[src/hw/dbs_pkg.sv]
// dual buck sequencer: shared constants, carrier types and helper functions
package dbs_pkg;

	// ============================================================
	// clock and timing
	localparam int          CLK_NS        = 100;    // 10 MHz system clock
	localparam int          DEAD_NS       = 30;     // delay from high-side off to low-side on
	localparam int          DEAD_RAW      = (DEAD_NS + CLK_NS - 1) / CLK_NS;
	localparam int          DEAD_CYC      = (DEAD_RAW < 1) ? 1 : DEAD_RAW;
	localparam logic [7:0]  DEAD_LAST     = 8'(DEAD_CYC - 1);
	localparam logic [7:0]  SW_LAST       = 8'h27;  // switching period of 40 clocks
	localparam logic [7:0]  SW_HALF       = 8'h14;  // falling edge of the switching clock
	localparam logic [7:0]  PRECHG_LAST   = 8'h13;  // low-side precharge lasts half a period

	// ============================================================
	// duty and soft ramps
	localparam logic [7:0]  DUTY_MAX      = 8'h10;
	localparam logic [7:0]  DUTY_RST      = 8'h08;

	// ============================================================
	// analog thresholds in millivolts
	localparam logic [12:0] LOCK_TRIP_MV  = 13'h1068; // 4200 mV
	localparam logic [12:0] REARM_MV      = 13'h09C4; // 2500 mV
	localparam logic [12:0] TIED_MARGIN   = 13'h01F4; // 500 mV below the supply
	localparam logic [12:0] LIMIT_SETTING_PIN_DIV      = 13'h000A; // threshold is a tenth of the pin
	localparam logic [12:0] LIMIT_SETTING_PIN_MIN_MV   = 13'h0032; // 50 mV
	localparam logic [12:0] LIMIT_SETTING_PIN_MAX_MV   = 13'h012C; // 300 mV
	localparam logic [12:0] LIMIT_SETTING_PIN_DFLT_MV  = 13'h0064; // 100 mV

	// ============================================================
	// register map and bus answers
	localparam logic [7:0]  REG_CTRL      = 8'h00;
	localparam logic [7:0]  REG_STATUS    = 8'h04;
	localparam logic [7:0]  REG_LIMIT     = 8'h08;
	localparam logic [1:0]  RESP_OKAY     = 2'h0;
	localparam logic [1:0]  RESP_SLVERR   = 2'h2;

	// ============================================================
	// carrier types
	typedef struct packed {
		logic high;
		logic low;
		logic idle;
	} dbs_drive_t;

	typedef struct packed {
		logic       lockout;
		logic       run;
		logic       hold_low;
		logic       start;
		logic       over;
		logic       low_off;
		logic [7:0] duty;
	} dbs_phase_ctl_t;

	typedef struct packed {
		logic trip;
		logic rearm;
		logic en;
		logic lvl1;
		logic lvl2;
		logic zero1;
		logic over1;
		logic over2;
		logic loff1;
		logic loff2;
	} dbs_cond_t;

	// ============================================================
	// helpers
	function automatic logic dbs_tied(input logic [12:0] pin_mv, input logic [12:0] vl_mv);
		dbs_tied = ({1'b0, pin_mv} + {1'b0, TIED_MARGIN}) >= {1'b0, vl_mv};
	endfunction : dbs_tied

	function automatic logic [12:0] dbs_limit(input logic [12:0] pin_mv, input logic tied);
		logic [12:0] q;
		q = pin_mv / LIMIT_SETTING_PIN_DIV;
		if (tied)
			dbs_limit = LIMIT_SETTING_PIN_DFLT_MV;
		else if (q < LIMIT_SETTING_PIN_MIN_MV)
			dbs_limit = LIMIT_SETTING_PIN_MIN_MV;
		else if (q > LIMIT_SETTING_PIN_MAX_MV)
			dbs_limit = LIMIT_SETTING_PIN_MAX_MV;
		else
			dbs_limit = q;
	endfunction : dbs_limit

	function automatic logic [7:0] dbs_clamp(input logic [7:0] d);
		dbs_clamp = (d > DUTY_MAX) ? DUTY_MAX : d;
	endfunction : dbs_clamp

	function automatic logic [7:0] dbs_step(input logic [7:0] cur, input logic [7:0] tgt);
		if (cur < tgt)
			dbs_step = cur + 8'h01;
		else if (cur > tgt)
			dbs_step = cur - 8'h01;
		else
			dbs_step = cur;
	endfunction : dbs_step

endpackage : dbs_pkg

[src/hw/dbs_phase.sv]
// dual buck sequencer: gate drive of one regulator with dead time and cycle skip
`timescale 1ns/1ns
module dbs_phase (
	// clock and reset
	input  wire logic             clk,
	input  wire logic             rst_n,
	// control from the sequencer
	input  wire dbs_pkg::dbs_phase_ctl_t ctl,
	// gate drive
	output      dbs_pkg::dbs_drive_t     drv
);
	import dbs_pkg::*;

	typedef enum logic [2:0] {PH_IDLE, PH_PRECHG, PH_BREAK, PH_HIGH, PH_DEAD, PH_LOW} dbs_ph_t;

	dbs_ph_t    st_reg;
	logic [7:0] cnt_reg;
	logic       high_reg;
	logic       low_reg;
	logic       seen_fall_reg;
	logic       high_end;

	assign high_end = (st_reg == PH_HIGH) && ((cnt_reg >= ctl.duty) || !ctl.run);
	assign drv      = '{high: high_reg, low: low_reg, idle: (st_reg == PH_IDLE)};

	// ============================================================
	// switching state; lockout forces both drives low at once
	always_ff @(posedge clk) begin
		if (!rst_n) begin
			st_reg   <= PH_IDLE;
			cnt_reg  <= 8'h00;
			high_reg <= 1'b0;
			low_reg  <= 1'b0;
		end else if (ctl.lockout) begin
			st_reg   <= PH_IDLE;
			cnt_reg  <= 8'h00;
			high_reg <= 1'b0;
			low_reg  <= 1'b0;
		end else begin
			case (st_reg)
				PH_IDLE: begin
					high_reg <= 1'b0;
					cnt_reg  <= 8'h00;
					low_reg  <= ctl.hold_low & seen_fall_reg;
					if (ctl.run) begin
						if (seen_fall_reg) begin
							low_reg <= 1'b1;
							st_reg  <= PH_PRECHG;
						end else begin
							st_reg  <= PH_BREAK;
						end
					end
				end
				PH_PRECHG: begin
					cnt_reg <= cnt_reg + 8'h01;
					if (cnt_reg >= PRECHG_LAST) begin
						low_reg <= 1'b0;
						cnt_reg <= 8'h00;
						st_reg  <= PH_BREAK;
					end
				end
				PH_BREAK: begin
					// high side waits for its clock edge and a low side sensed off
					if (!ctl.run) begin
						st_reg <= PH_IDLE;
					end else if (ctl.start && ctl.low_off && !low_reg) begin
						high_reg <= 1'b1;
						cnt_reg  <= 8'h00;
						st_reg   <= PH_HIGH;
					end
				end
				PH_HIGH: begin
					cnt_reg <= cnt_reg + 8'h01;
					if (high_end) begin
						high_reg <= 1'b0;
						cnt_reg  <= 8'h00;
						st_reg   <= PH_DEAD;
					end
				end
				PH_DEAD: begin
					cnt_reg <= cnt_reg + 8'h01;
					if (cnt_reg >= DEAD_LAST) begin
						low_reg <= 1'b1;
						cnt_reg <= 8'h00;
						st_reg  <= PH_LOW;
					end
				end
				PH_LOW: begin
					// over the valley limit the cycle is skipped with low side kept on
					if (!ctl.run) begin
						st_reg <= PH_IDLE;
					end else if (ctl.start && !ctl.over) begin
						low_reg <= 1'b0;
						st_reg  <= PH_BREAK;
					end
				end
				default: st_reg <= PH_IDLE;
			endcase
		end
	end

	// ============================================================
	// first high-side fall after lockout releases the low side
	always_ff @(posedge clk) begin
		if (!rst_n)
			seen_fall_reg <= 1'b1;
		else if (ctl.lockout)
			seen_fall_reg <= 1'b0;
		else if (high_end)
			seen_fall_reg <= 1'b1;
	end
endmodule : dbs_phase

[src/hw/dbs_sequencer.sv]
// dual buck sequencer: lockout, start/stop ordering, reset output and register slave
//
// Contract
// - Supply under 4.2V enters lockout and forces both gate drives low.
// - Reset output is held low while lockout is active.
// - Lockout latch clears only once supply falls under 2.5V.
// - After lockout, low drive stays off until the first high drive fall.
// - Enable high runs both regulators; enable low shuts both down.
// - Enable rising starts regulator one while regulator two drives stay off.
// - Regulator two soft-starts only after regulator one soft-start is done.
// - Reset released only with both soft-starts done and both outputs above 90%.
// - Enable low soft-stops in reverse order: regulator two before regulator one.
// - After enable is cycled, regulator one restarts only once its output reaches 0V.
// - After soft-stop completes, low drives are held on.
// - Low drive is the complement of high drive with dead time between.
// - High drive turns on only after low drive is sensed fully off.
// - Low drive turns on a fixed 30ns after high drive turns off; the code turns it on one 100ns clock later.
// - Sense above current limit skips the next cycle, low drive stays on.
// - Adjustable limit is a tenth of the limit pin, 50mV to 300mV.
// - Limit pin tied to supply selects a fixed 100mV limit.
// - At start-up low side conducts first; high side in the next half-cycle; the code precharges 20 clocks, not after a lockout, then waits for its edge.
// - Regulator one high turns on at switching rise, regulator two at fall.
// - Reset goes low whenever either output falls below 90%.
//
// The address map and register access over AXI4-Lite are this design's own decisions.
`timescale 1ns/1ns
module dbs_sequencer (
	// clock and reset
	input  wire logic        clk,
	input  wire logic        rst_n,
	// supply, enable and output monitors
	input  wire logic [12:0] internal_regulator_supply_mv,
	input  wire logic        enable,
	input  wire logic        output_level_one_ok,
	input  wire logic        output_level_two_ok,
	input  wire logic        output_level_one_zero,
	// current limit
	input  wire logic [12:0] limit_setting_pin_one_mv,
	input  wire logic [12:0] limit_setting_pin_two_mv,
	input  wire logic [12:0] current_sense_one_mv,
	input  wire logic [12:0] current_sense_two_mv,
	input  wire logic        low_drive_one_off,
	input  wire logic        low_drive_two_off,
	// gate drives
	output      logic        high_drive_one,
	output      logic        low_drive_one,
	output      logic        high_drive_two,
	output      logic        low_drive_two,
	// open-drain reset output
	output      logic        reset_pin_out,
	output      logic        reset_pin_oe_n,
	// AXI4-Lite slave
	input  wire logic [7:0]  s_axi_awaddr,
	input  wire logic        s_axi_awvalid,
	output      logic        s_axi_awready,
	input  wire logic [31:0] s_axi_wdata,
	input  wire logic [3:0]  s_axi_wstrb,
	input  wire logic        s_axi_wvalid,
	output      logic        s_axi_wready,
	output      logic [1:0]  s_axi_bresp,
	output      logic        s_axi_bvalid,
	input  wire logic        s_axi_bready,
	input  wire logic [7:0]  s_axi_araddr,
	input  wire logic        s_axi_arvalid,
	output      logic        s_axi_arready,
	output      logic [31:0] s_axi_rdata,
	output      logic [1:0]  s_axi_rresp,
	output      logic        s_axi_rvalid,
	input  wire logic        s_axi_rready
);
	import dbs_pkg::*;

	typedef enum logic [2:0] {
		SQ_LOCKOUT, SQ_STANDBY, SQ_DRAIN, SQ_START1, SQ_START2, SQ_RUN, SQ_STOP2, SQ_STOP1
	} dbs_seq_t;

	dbs_seq_t       st_reg;
	dbs_cond_t      cond_raw_reg;
	dbs_cond_t      cond_meta_reg;
	dbs_cond_t      cond;
	logic [12:0]    thr1_reg;
	logic [12:0]    thr2_reg;
	logic [7:0]     div_reg;
	logic           tick_rise_reg;
	logic           tick_fall_reg;
	logic           lock_reg;
	logic           trip_q_reg;
	logic           lockout;
	logic [7:0]     ramp1_reg;
	logic [7:0]     ramp2_reg;
	logic [7:0]     duty_reg;
	logic [7:0]     tgt;
	logic           ss_done1;
	logic           ss_done2;
	logic           need_drain_reg;
	logic           stop_done_reg;
	logic           run1;
	logic           run2;
	dbs_phase_ctl_t ctl1;
	dbs_phase_ctl_t ctl2;
	dbs_drive_t     drv1;
	dbs_drive_t     drv2;
	logic           aw_got_reg;
	logic           w_got_reg;
	logic [7:0]     awaddr_q_reg;
	logic [31:0]    wdata_q_reg;
	logic [3:0]     wstrb_q_reg;

	// ============================================================
	// monitors: compare in one stage, then two flops into the clock domain
	always_ff @(posedge clk) begin
		if (!rst_n) begin
			thr1_reg      <= LIMIT_SETTING_PIN_DFLT_MV;
			thr2_reg      <= LIMIT_SETTING_PIN_DFLT_MV;
			cond_raw_reg  <= '0;
			cond_meta_reg <= '0;
			cond          <= '0;
		end else begin
			thr1_reg <= dbs_limit(limit_setting_pin_one_mv,
				dbs_tied(limit_setting_pin_one_mv, internal_regulator_supply_mv));
			thr2_reg <= dbs_limit(limit_setting_pin_two_mv,
				dbs_tied(limit_setting_pin_two_mv, internal_regulator_supply_mv));
			cond_raw_reg <= '{
				trip:  internal_regulator_supply_mv < LOCK_TRIP_MV,
				rearm: internal_regulator_supply_mv < REARM_MV,
				en:    enable,
				lvl1:  output_level_one_ok,
				lvl2:  output_level_two_ok,
				zero1: output_level_one_zero,
				over1: current_sense_one_mv > thr1_reg,
				over2: current_sense_two_mv > thr2_reg,
				loff1: low_drive_one_off,
				loff2: low_drive_two_off};
			cond_meta_reg <= cond_raw_reg;
			cond          <= cond_meta_reg;
		end
	end

	// ============================================================
	// switching clock: one rise and one fall enable per period
	always_ff @(posedge clk) begin
		if (!rst_n) begin
			div_reg       <= 8'h00;
			tick_rise_reg <= 1'b0;
			tick_fall_reg <= 1'b0;
		end else begin
			div_reg       <= (div_reg >= SW_LAST) ? 8'h00 : div_reg + 8'h01;
			tick_rise_reg <= (div_reg == 8'h00);
			tick_fall_reg <= (div_reg == SW_HALF);
		end
	end

	// ============================================================
	// lockout latch: set by a fall through the trip level, cleared only far below it;
	// a supply still rising through the trip level holds lockout without latching
	always_ff @(posedge clk) begin
		if (!rst_n) begin
			lock_reg   <= 1'b0;
			trip_q_reg <= 1'b1;
		end else begin
			trip_q_reg <= cond.trip;
			if (cond.rearm)
				lock_reg <= 1'b0;
			else if (cond.trip && !trip_q_reg)
				lock_reg <= 1'b1;
		end
	end

	assign lockout  = lock_reg || cond.trip;
	assign tgt      = dbs_clamp(duty_reg);
	assign ss_done1 = (ramp1_reg == tgt);
	assign ss_done2 = (ramp2_reg == tgt);

	// ============================================================
	// sequencer: first on, last off
	always_ff @(posedge clk) begin
		if (!rst_n) begin
			st_reg         <= SQ_LOCKOUT;
			ramp1_reg      <= 8'h00;
			ramp2_reg      <= 8'h00;
			need_drain_reg <= 1'b0;
			stop_done_reg  <= 1'b0;
		end else if (lockout) begin
			st_reg        <= SQ_LOCKOUT;
			ramp1_reg     <= 8'h00;
			ramp2_reg     <= 8'h00;
			stop_done_reg <= 1'b0;
		end else begin
			case (st_reg)
				SQ_LOCKOUT: st_reg <= SQ_STANDBY;
				SQ_STANDBY: begin
					if (cond.en) begin
						st_reg        <= SQ_DRAIN;
						stop_done_reg <= 1'b0;
					end
				end
				SQ_DRAIN: begin
					// both phases must be idle so regulator two is fully off
					if (!cond.en) begin
						st_reg        <= SQ_STANDBY;
						stop_done_reg <= need_drain_reg;
					end else if ((!need_drain_reg || cond.zero1) && drv1.idle && drv2.idle) begin
						st_reg         <= SQ_START1;
						need_drain_reg <= 1'b0;
					end
				end
				SQ_START1: begin
					if (!cond.en)
						st_reg <= SQ_STOP2;
					else if (ss_done1)
						st_reg <= SQ_START2;
					else if (tick_rise_reg)
						ramp1_reg <= dbs_step(ramp1_reg, tgt);
				end
				SQ_START2: begin
					if (!cond.en)
						st_reg <= SQ_STOP2;
					else if (ss_done2 && ss_done1)
						st_reg <= SQ_RUN;
					if (tick_rise_reg)
						ramp1_reg <= dbs_step(ramp1_reg, tgt);
					if (tick_fall_reg)
						ramp2_reg <= dbs_step(ramp2_reg, tgt);
				end
				SQ_RUN: begin
					if (!cond.en)
						st_reg <= SQ_STOP2;
					if (tick_rise_reg)
						ramp1_reg <= dbs_step(ramp1_reg, tgt);
					if (tick_fall_reg)
						ramp2_reg <= dbs_step(ramp2_reg, tgt);
				end
				SQ_STOP2: begin
					need_drain_reg <= 1'b1;
					if (ramp2_reg == 8'h00)
						st_reg <= SQ_STOP1;
					else if (tick_fall_reg)
						ramp2_reg <= ramp2_reg - 8'h01;
				end
				SQ_STOP1: begin
					if (ramp1_reg == 8'h00) begin
						st_reg        <= SQ_STANDBY;
						stop_done_reg <= 1'b1;
					end else if (tick_rise_reg) begin
						ramp1_reg <= ramp1_reg - 8'h01;
					end
				end
				default: st_reg <= SQ_LOCKOUT;
			endcase
		end
	end

	assign run1 = (st_reg == SQ_START1) || (st_reg == SQ_START2) || (st_reg == SQ_RUN) ||
		(st_reg == SQ_STOP2) || (st_reg == SQ_STOP1);
	assign run2 = (st_reg == SQ_START2) || (st_reg == SQ_RUN) || (st_reg == SQ_STOP2);

	assign ctl1 = '{lockout: lockout, run: run1, hold_low: stop_done_reg, start: tick_rise_reg,
		over: cond.over1, low_off: cond.loff1, duty: ramp1_reg};
	assign ctl2 = '{lockout: lockout, run: run2, hold_low: stop_done_reg, start: tick_fall_reg,
		over: cond.over2, low_off: cond.loff2, duty: ramp2_reg};

	// ============================================================
	// the two gate drivers; their drive flops feed the pins directly
	dbs_phase u_phase_one (
		.clk   (clk),
		.rst_n (rst_n),
		.ctl   (ctl1),
		.drv   (drv1)
	);

	dbs_phase u_phase_two (
		.clk   (clk),
		.rst_n (rst_n),
		.ctl   (ctl2),
		.drv   (drv2)
	);

	assign high_drive_one = drv1.high;
	assign low_drive_one  = drv1.low;
	assign high_drive_two = drv2.high;
	assign low_drive_two  = drv2.low;

	// ============================================================
	// reset output: the pin only ever pulls low, release means enable off
	always_ff @(posedge clk) begin
		if (!rst_n) begin
			reset_pin_out  <= 1'b0;
			reset_pin_oe_n <= 1'b0;
		end else begin
			reset_pin_out  <= 1'b0;
			reset_pin_oe_n <= !lockout && (st_reg == SQ_RUN) &&
				cond.lvl1 && cond.lvl2 && ss_done1 && ss_done2;
		end
	end

	// ============================================================
	// register bus write path: address and data taken in either order
	always_ff @(posedge clk) begin
		if (!rst_n) begin
			s_axi_awready <= 1'b0;
			s_axi_wready  <= 1'b0;
			s_axi_bvalid  <= 1'b0;
			s_axi_bresp   <= RESP_OKAY;
			aw_got_reg    <= 1'b0;
			w_got_reg     <= 1'b0;
			awaddr_q_reg  <= 8'h00;
			wdata_q_reg   <= 32'h0000_0000;
			wstrb_q_reg   <= 4'h0;
			duty_reg      <= DUTY_RST;
		end else begin
			if (s_axi_awready && s_axi_awvalid) begin
				s_axi_awready <= 1'b0;
				aw_got_reg    <= 1'b1;
				awaddr_q_reg  <= s_axi_awaddr;
			end else if (!aw_got_reg && !s_axi_bvalid) begin
				s_axi_awready <= 1'b1;
			end
			if (s_axi_wready && s_axi_wvalid) begin
				s_axi_wready <= 1'b0;
				w_got_reg    <= 1'b1;
				wdata_q_reg  <= s_axi_wdata;
				wstrb_q_reg  <= s_axi_wstrb;
			end else if (!w_got_reg && !s_axi_bvalid) begin
				s_axi_wready <= 1'b1;
			end
			if (aw_got_reg && w_got_reg && !s_axi_bvalid) begin
				aw_got_reg   <= 1'b0;
				w_got_reg    <= 1'b0;
				s_axi_bvalid <= 1'b1;
				if ({awaddr_q_reg[7:2], 2'b00} == REG_CTRL) begin
					s_axi_bresp <= RESP_OKAY;
					if (wstrb_q_reg[0])
						duty_reg <= wdata_q_reg[7:0];
				end else if ({awaddr_q_reg[7:2], 2'b00} == REG_STATUS) begin
					s_axi_bresp <= RESP_OKAY; // read-only, write ignored
				end else if ({awaddr_q_reg[7:2], 2'b00} == REG_LIMIT) begin
					s_axi_bresp <= RESP_OKAY;
				end else begin
					s_axi_bresp <= RESP_SLVERR;
				end
			end else if (s_axi_bvalid && s_axi_bready) begin
				s_axi_bvalid <= 1'b0;
			end
		end
	end

	// ============================================================
	// register bus read path
	always_ff @(posedge clk) begin
		if (!rst_n) begin
			s_axi_arready <= 1'b0;
			s_axi_rvalid  <= 1'b0;
			s_axi_rdata   <= 32'h0000_0000;
			s_axi_rresp   <= RESP_OKAY;
		end else if (s_axi_arready && s_axi_arvalid) begin
			s_axi_arready <= 1'b0;
			s_axi_rvalid  <= 1'b1;
			s_axi_rresp   <= RESP_OKAY;
			if ({s_axi_araddr[7:2], 2'b00} == REG_CTRL)
				s_axi_rdata <= {24'h00_0000, duty_reg};
			else if ({s_axi_araddr[7:2], 2'b00} == REG_STATUS)
				s_axi_rdata <= {21'h00_0000, st_reg, drv2.low, drv2.high, drv1.low, drv1.high,
					reset_pin_oe_n, ss_done2, ss_done1, lockout};
			else if ({s_axi_araddr[7:2], 2'b00} == REG_LIMIT)
				s_axi_rdata <= {3'h0, thr2_reg, 3'h0, thr1_reg};
			else begin
				s_axi_rdata <= 32'h0000_0000;
				s_axi_rresp <= RESP_SLVERR;
			end
		end else if (s_axi_rvalid && s_axi_rready) begin
			s_axi_rvalid <= 1'b0;
		end else if (!s_axi_rvalid) begin
			s_axi_arready <= 1'b1;
		end
	end
endmodule : dbs_sequencer

[config.mk]
export PLATFORM = sky130hd
export DESIGN_NAME = dbs_sequencer
export DESIGN_NICKNAME = d
export VERILOG_FILES = /design/src/hw/dbs_pkg.sv /design/src/hw/dbs_phase.sv /design/src/hw/dbs_sequencer.sv
export SDC_FILE = /design/constraint.sdc
export NUM_CORES = 1
export LEC_CHECK = 0
export BUFFER_PORTS_ARGS = -buffer_cell sky130_fd_sc_hd__buf_4
export CAP_MARGIN = 30
export CORE_MARGIN = 2
export CORE_UTILIZATION = 53
export CTS_CLUSTER_DIAMETER = 200
export DETAILED_ROUTE_END_ITERATION = 7
export HOLD_SLACK_MARGIN = 0.12
export PLACE_DENSITY = 0.77
export SLEW_MARGIN = 20
export SYNTH_ARGS = -nofsm -noshare
export SYNTH_HDL_FRONTEND = slang
export SYNTH_SLANG_ARGS = --single-unit
[constraint.sdc]
create_clock -name clk -period 6.07 [get_ports clk]
set_input_delay 1.214 -clock clk [delete_from_list [all_inputs] [get_ports clk]]
set_output_delay 1.214 -clock clk [all_outputs]
set_load 0.02 [all_outputs]
==> flow_summary.toml <==
[run_status]
outcome = "finished clean"

[synth]
ys_seq_area_share_pct = 28.88
ys_async_sr_fraction_pct = 0
synth_top_area_share_pct = 28.88
synthCells = 1470
yosys.area.top_type = "dfxtp_1"
ys_ff_latch = 165
synth_ff_type = "dfxtp_1"
synth.avg_cell_area_um2 = 7.780
synthTopCellsByArea = "dfxtp_1, ha_1, a21oi_1"
netlist_area_mm2 = 0.01144
yosysWarningCount = 0
synthDistinctLibCells = 88
synth_edf_count = 0

[timing]
fin_skew_ns = 0.007702
final.setup.worst_slack_ns = 0.2836
tightest_slew_ns = 0.9793
finalMaxSlewViolations = 0
finalHoldViolCount = 0
fmax_mhz = 172.8
setup_viol_count_final = 0
period_share_pct = 95.33
min_period_ns = 5.786
rsz0062_at_grt = "false"
worst_slew_margin_rel_pct = 34.72

[clock_network]
numCtsBuffers = 17
ctsLongestPathBuffers = 2
cts_resized = 0
ctsHtreeMaxLevel = 4
postCtsSetupRepairBufs = 0
cts_tree = "yes"
clock-sinks = 165
clk_latency_ns = 0.43
clk_pin_slew_ns = 0.07
cts_root_buf = "clkbuf_16"
cts_hold_buf = 0

[global_route]
grt.total_usage_pct = 25.65
grt_pass1_wl_mm = 47.75
grt_max_degree = 61
antenna_found_initial = 1
grt.overflow.total = 0
grt_pass1_vias = 10040

[route]
drt-total-wl_mm = 29.12
drc_errors = 0
ant_nets = 0
vias = 10910
vias_per_cell = 5.730
drt_pass1_iterations = 5
wl_per_cell_um = 15.30
drt_iter0_markers = 575

[flow_run]
maxCapViolations = 0

[critical_path]
startpoint_type = "input pin"
worstPathArrival_ns = 6.09
crit_fanout = 4
reg2reg_from = "duty_reg[4]$_SDFFE_PN0P_"
worstPathRequired_ns = 6.38
endpoint = "thr2_reg[5]$_SDFF_PP1_"
endpoint_kind = "register"
reg2reg_depth = 20
path_delay_family = "simple AND/OR/NAND/NOR gates"
slowest_delay_ns = 0.46
cp_common_cell = "or3_1"
rr_endpoint = "ramp2_reg[7]$_SDFFE_PP0P_"
worstSetupPathType = "in2reg"
worst_path_max_delay_cell = "o41a_1"
startpoint = "limit_setting_pin_two_mv[3]"
path_depth = 19
worstPathCellList = "buf_4, clkinv_1, ha_1, or3b_1, or2_4, a221oi_2, a21oi_1, a32o_1, or4_4, and2_1, a41o_1, and3b_1, o22a_1, a21boi_4, o21bai_2, or2_1, or3_1, o41a_1, or3_1"
r2r_setup_slack_ns = 1.96
cp_num_buf_inv = 2

[cells_and_area]
multi_input_comb_area_mm2 = 0.007550
syn_to_final_growth_pct = 17.86
fin_nets = 1838
seqCellArea_mm2 = 0.003303
top_register = "s_axi_rdata"
final_layout_size_suffix_gt1_share_pct = 14.93
diodes = 0
fin_cells = 1903
final.fill_count = 1847
largest_reg_flops = 21

[die]
die_area_mm2 = 0.02277
core_mm2 = 0.02109
rows = 53
start_util_pct = 54.24
die_x_um = 150.9
ios = 177
die_h_um = 150.9

[power]
ir_drop_v = 0.0001786
cellPowerDensity_mw_per_mm2 = 220.5
power_uw = 2972
p_leak_uw = 0.005784

[placed_design]
dp.cells = 1870
pre_cts_slack_ns = -0.06096
portBuffers = 131
globalplace.congestion = 0.9199
dp_hpwl_mm = 22.26

[hold_path]
min-delay-path-class = "reg2reg"
-- worst min path at each step --
| stage | slack, ns | to | startpoint | cells after the start |
|---|---|---|---|---|
| 6_report | 0.39 | lock_reg$_SDFFE_PP0P_ | cond[8]$_SDFF_PN0_ | 1 |
| 5_1_grt | 0.40 | lock_reg$_SDFFE_PP0P_ | cond[8]$_SDFF_PN0_ | 1 |
| 4_1_cts | 0.39 | lock_reg$_SDFFE_PP0P_ | cond[8]$_SDFF_PN0_ | 1 |
| 3_5_place_dp | 0.38 | lock_reg$_SDFFE_PP0P_ | cond[8]$_SDFF_PN0_ | 1 |
| 3_3_place_gp | 0.38 | lock_reg$_SDFFE_PP0P_ | cond[8]$_SDFF_PN0_ | 1 |
| 2_1_floorplan | 0.37 | lock_reg$_SDFFE_PP0P_ | cond[8]$_SDFF_PN0_ | 1 |
-- worst reg2reg max path, cell delays in order, from the launching register on --
cell and delay, ns:
dfxtp_1 0.33, nor4_1 0.31, buf_4 0.21, nand2_1 0.12, ha_1 0.31, nor2b_1 0.14
o21a_1 0.16, o21a_1 0.16, o21ai_0 0.14, nand2b_1 0.07, a21oi_1 0.14, nor2b_1 0.05
o21ai_0 0.14, nand2b_1 0.09, a21oi_1 0.51, and3_1 0.27, nand4_1 0.12, or3_1 0.32
a21oi_1 0.17, xnor2_1 0.14, nor2_1 0.05
-- layer usage --
| metal | GRT usage (%) | wire, um |
|---|---|---|
| met1 | 34.04 | 13230 |
| met2 | 42.70 | 13680 |
| met3 | 4.458 | 1604 |
| met4 | 7.710 | 590 |
| met5 | 0 | 16 |
-- cell families after synthesis --
kind of cell             after synthesis  share of synthesized area [%]
adder cells (fa/ha/maj)               98                          10.61
other                                  2                        0.06566
multiplexers                          25                          2.221
flip-flops                           165                          28.88
AND/OR/NAND/NOR                      563                          25.42
buffers and inverters                162                          5.831
XOR/XNOR                              48                          3.676
AO/OA/AOI/OAI                        407                          23.29
-- layout make-up --
cell class,instances,area share (%)
clock buffers,18,3.184
clock inverters,14,1.169
repair buffers,186,10.36
well taps,275,2.552
flip-flops and latches,165,24.50
inverters,80,2.228
multi-input cells,1165,56.01
-- synth_stat cells, types with 22 or more instances --
cell / n
o21ai_0: 97
a21o_1: 22
inv_1: 77
nor3_1: 44
nand2_1: 116
ha_1: 93
nand2b_1: 42
nand3_1: 41
xnor2_1: 39
nor2b_1: 44
mux2i_1: 22
nor2_1: 119
clkbuf_1: 59
dfxtp_1: 165
and2_1: 34
a21oi_1: 107
-- through the flow --
| stage | util [%] | TNS, ns | instance area (um2) | hold slack (ns) |
|---|---|---|---|---|
| 2_1_floorplan | - | 0 | 11520 | 0.3729 |
| 3_3_place_gp | 61.11 | 0 | 12890 | 0.3764 |
| 3_5_place_dp | 61.11 | -0.06096 | 12890 | 0.3798 |
| 4_1_cts | 63.89 | 0 | 13470 | 0.3865 |
| 5_1_grt | 63.93 | 0 | 13480 | 0.4013 |
| 6_report | 63.93 | 0 | 13480 | 0.3856 |
-- where the power goes --
part | switching [uW] | internal [uW]
Combinational | 409 | 343
Clock | 485 | 587
Sequential | 27.1 | 1120
-- cells in the final DEF, fill, tap and decap left out, types with 15 or more instances in the layout --
master	instances
nor2_1	119
dfxtp_1	165
a21oi_1	107
and3_1	19
buf_4	186
clkbuf_16	17
ha_1	93
nand3_1	41
or3_1	21
nor3_1	44
nand4_1	16
xnor2_1	39
inv_1	77
o31ai_1	17
conb_1	24
and2_1	34
a22o_1	15
a21boi_0	20
o21ai_0	97
nor2b_1	44
nand2b_1	42
mux2i_1	22
a21o_1	22
nand2_1	116
(Power assumes the default switching activity.)
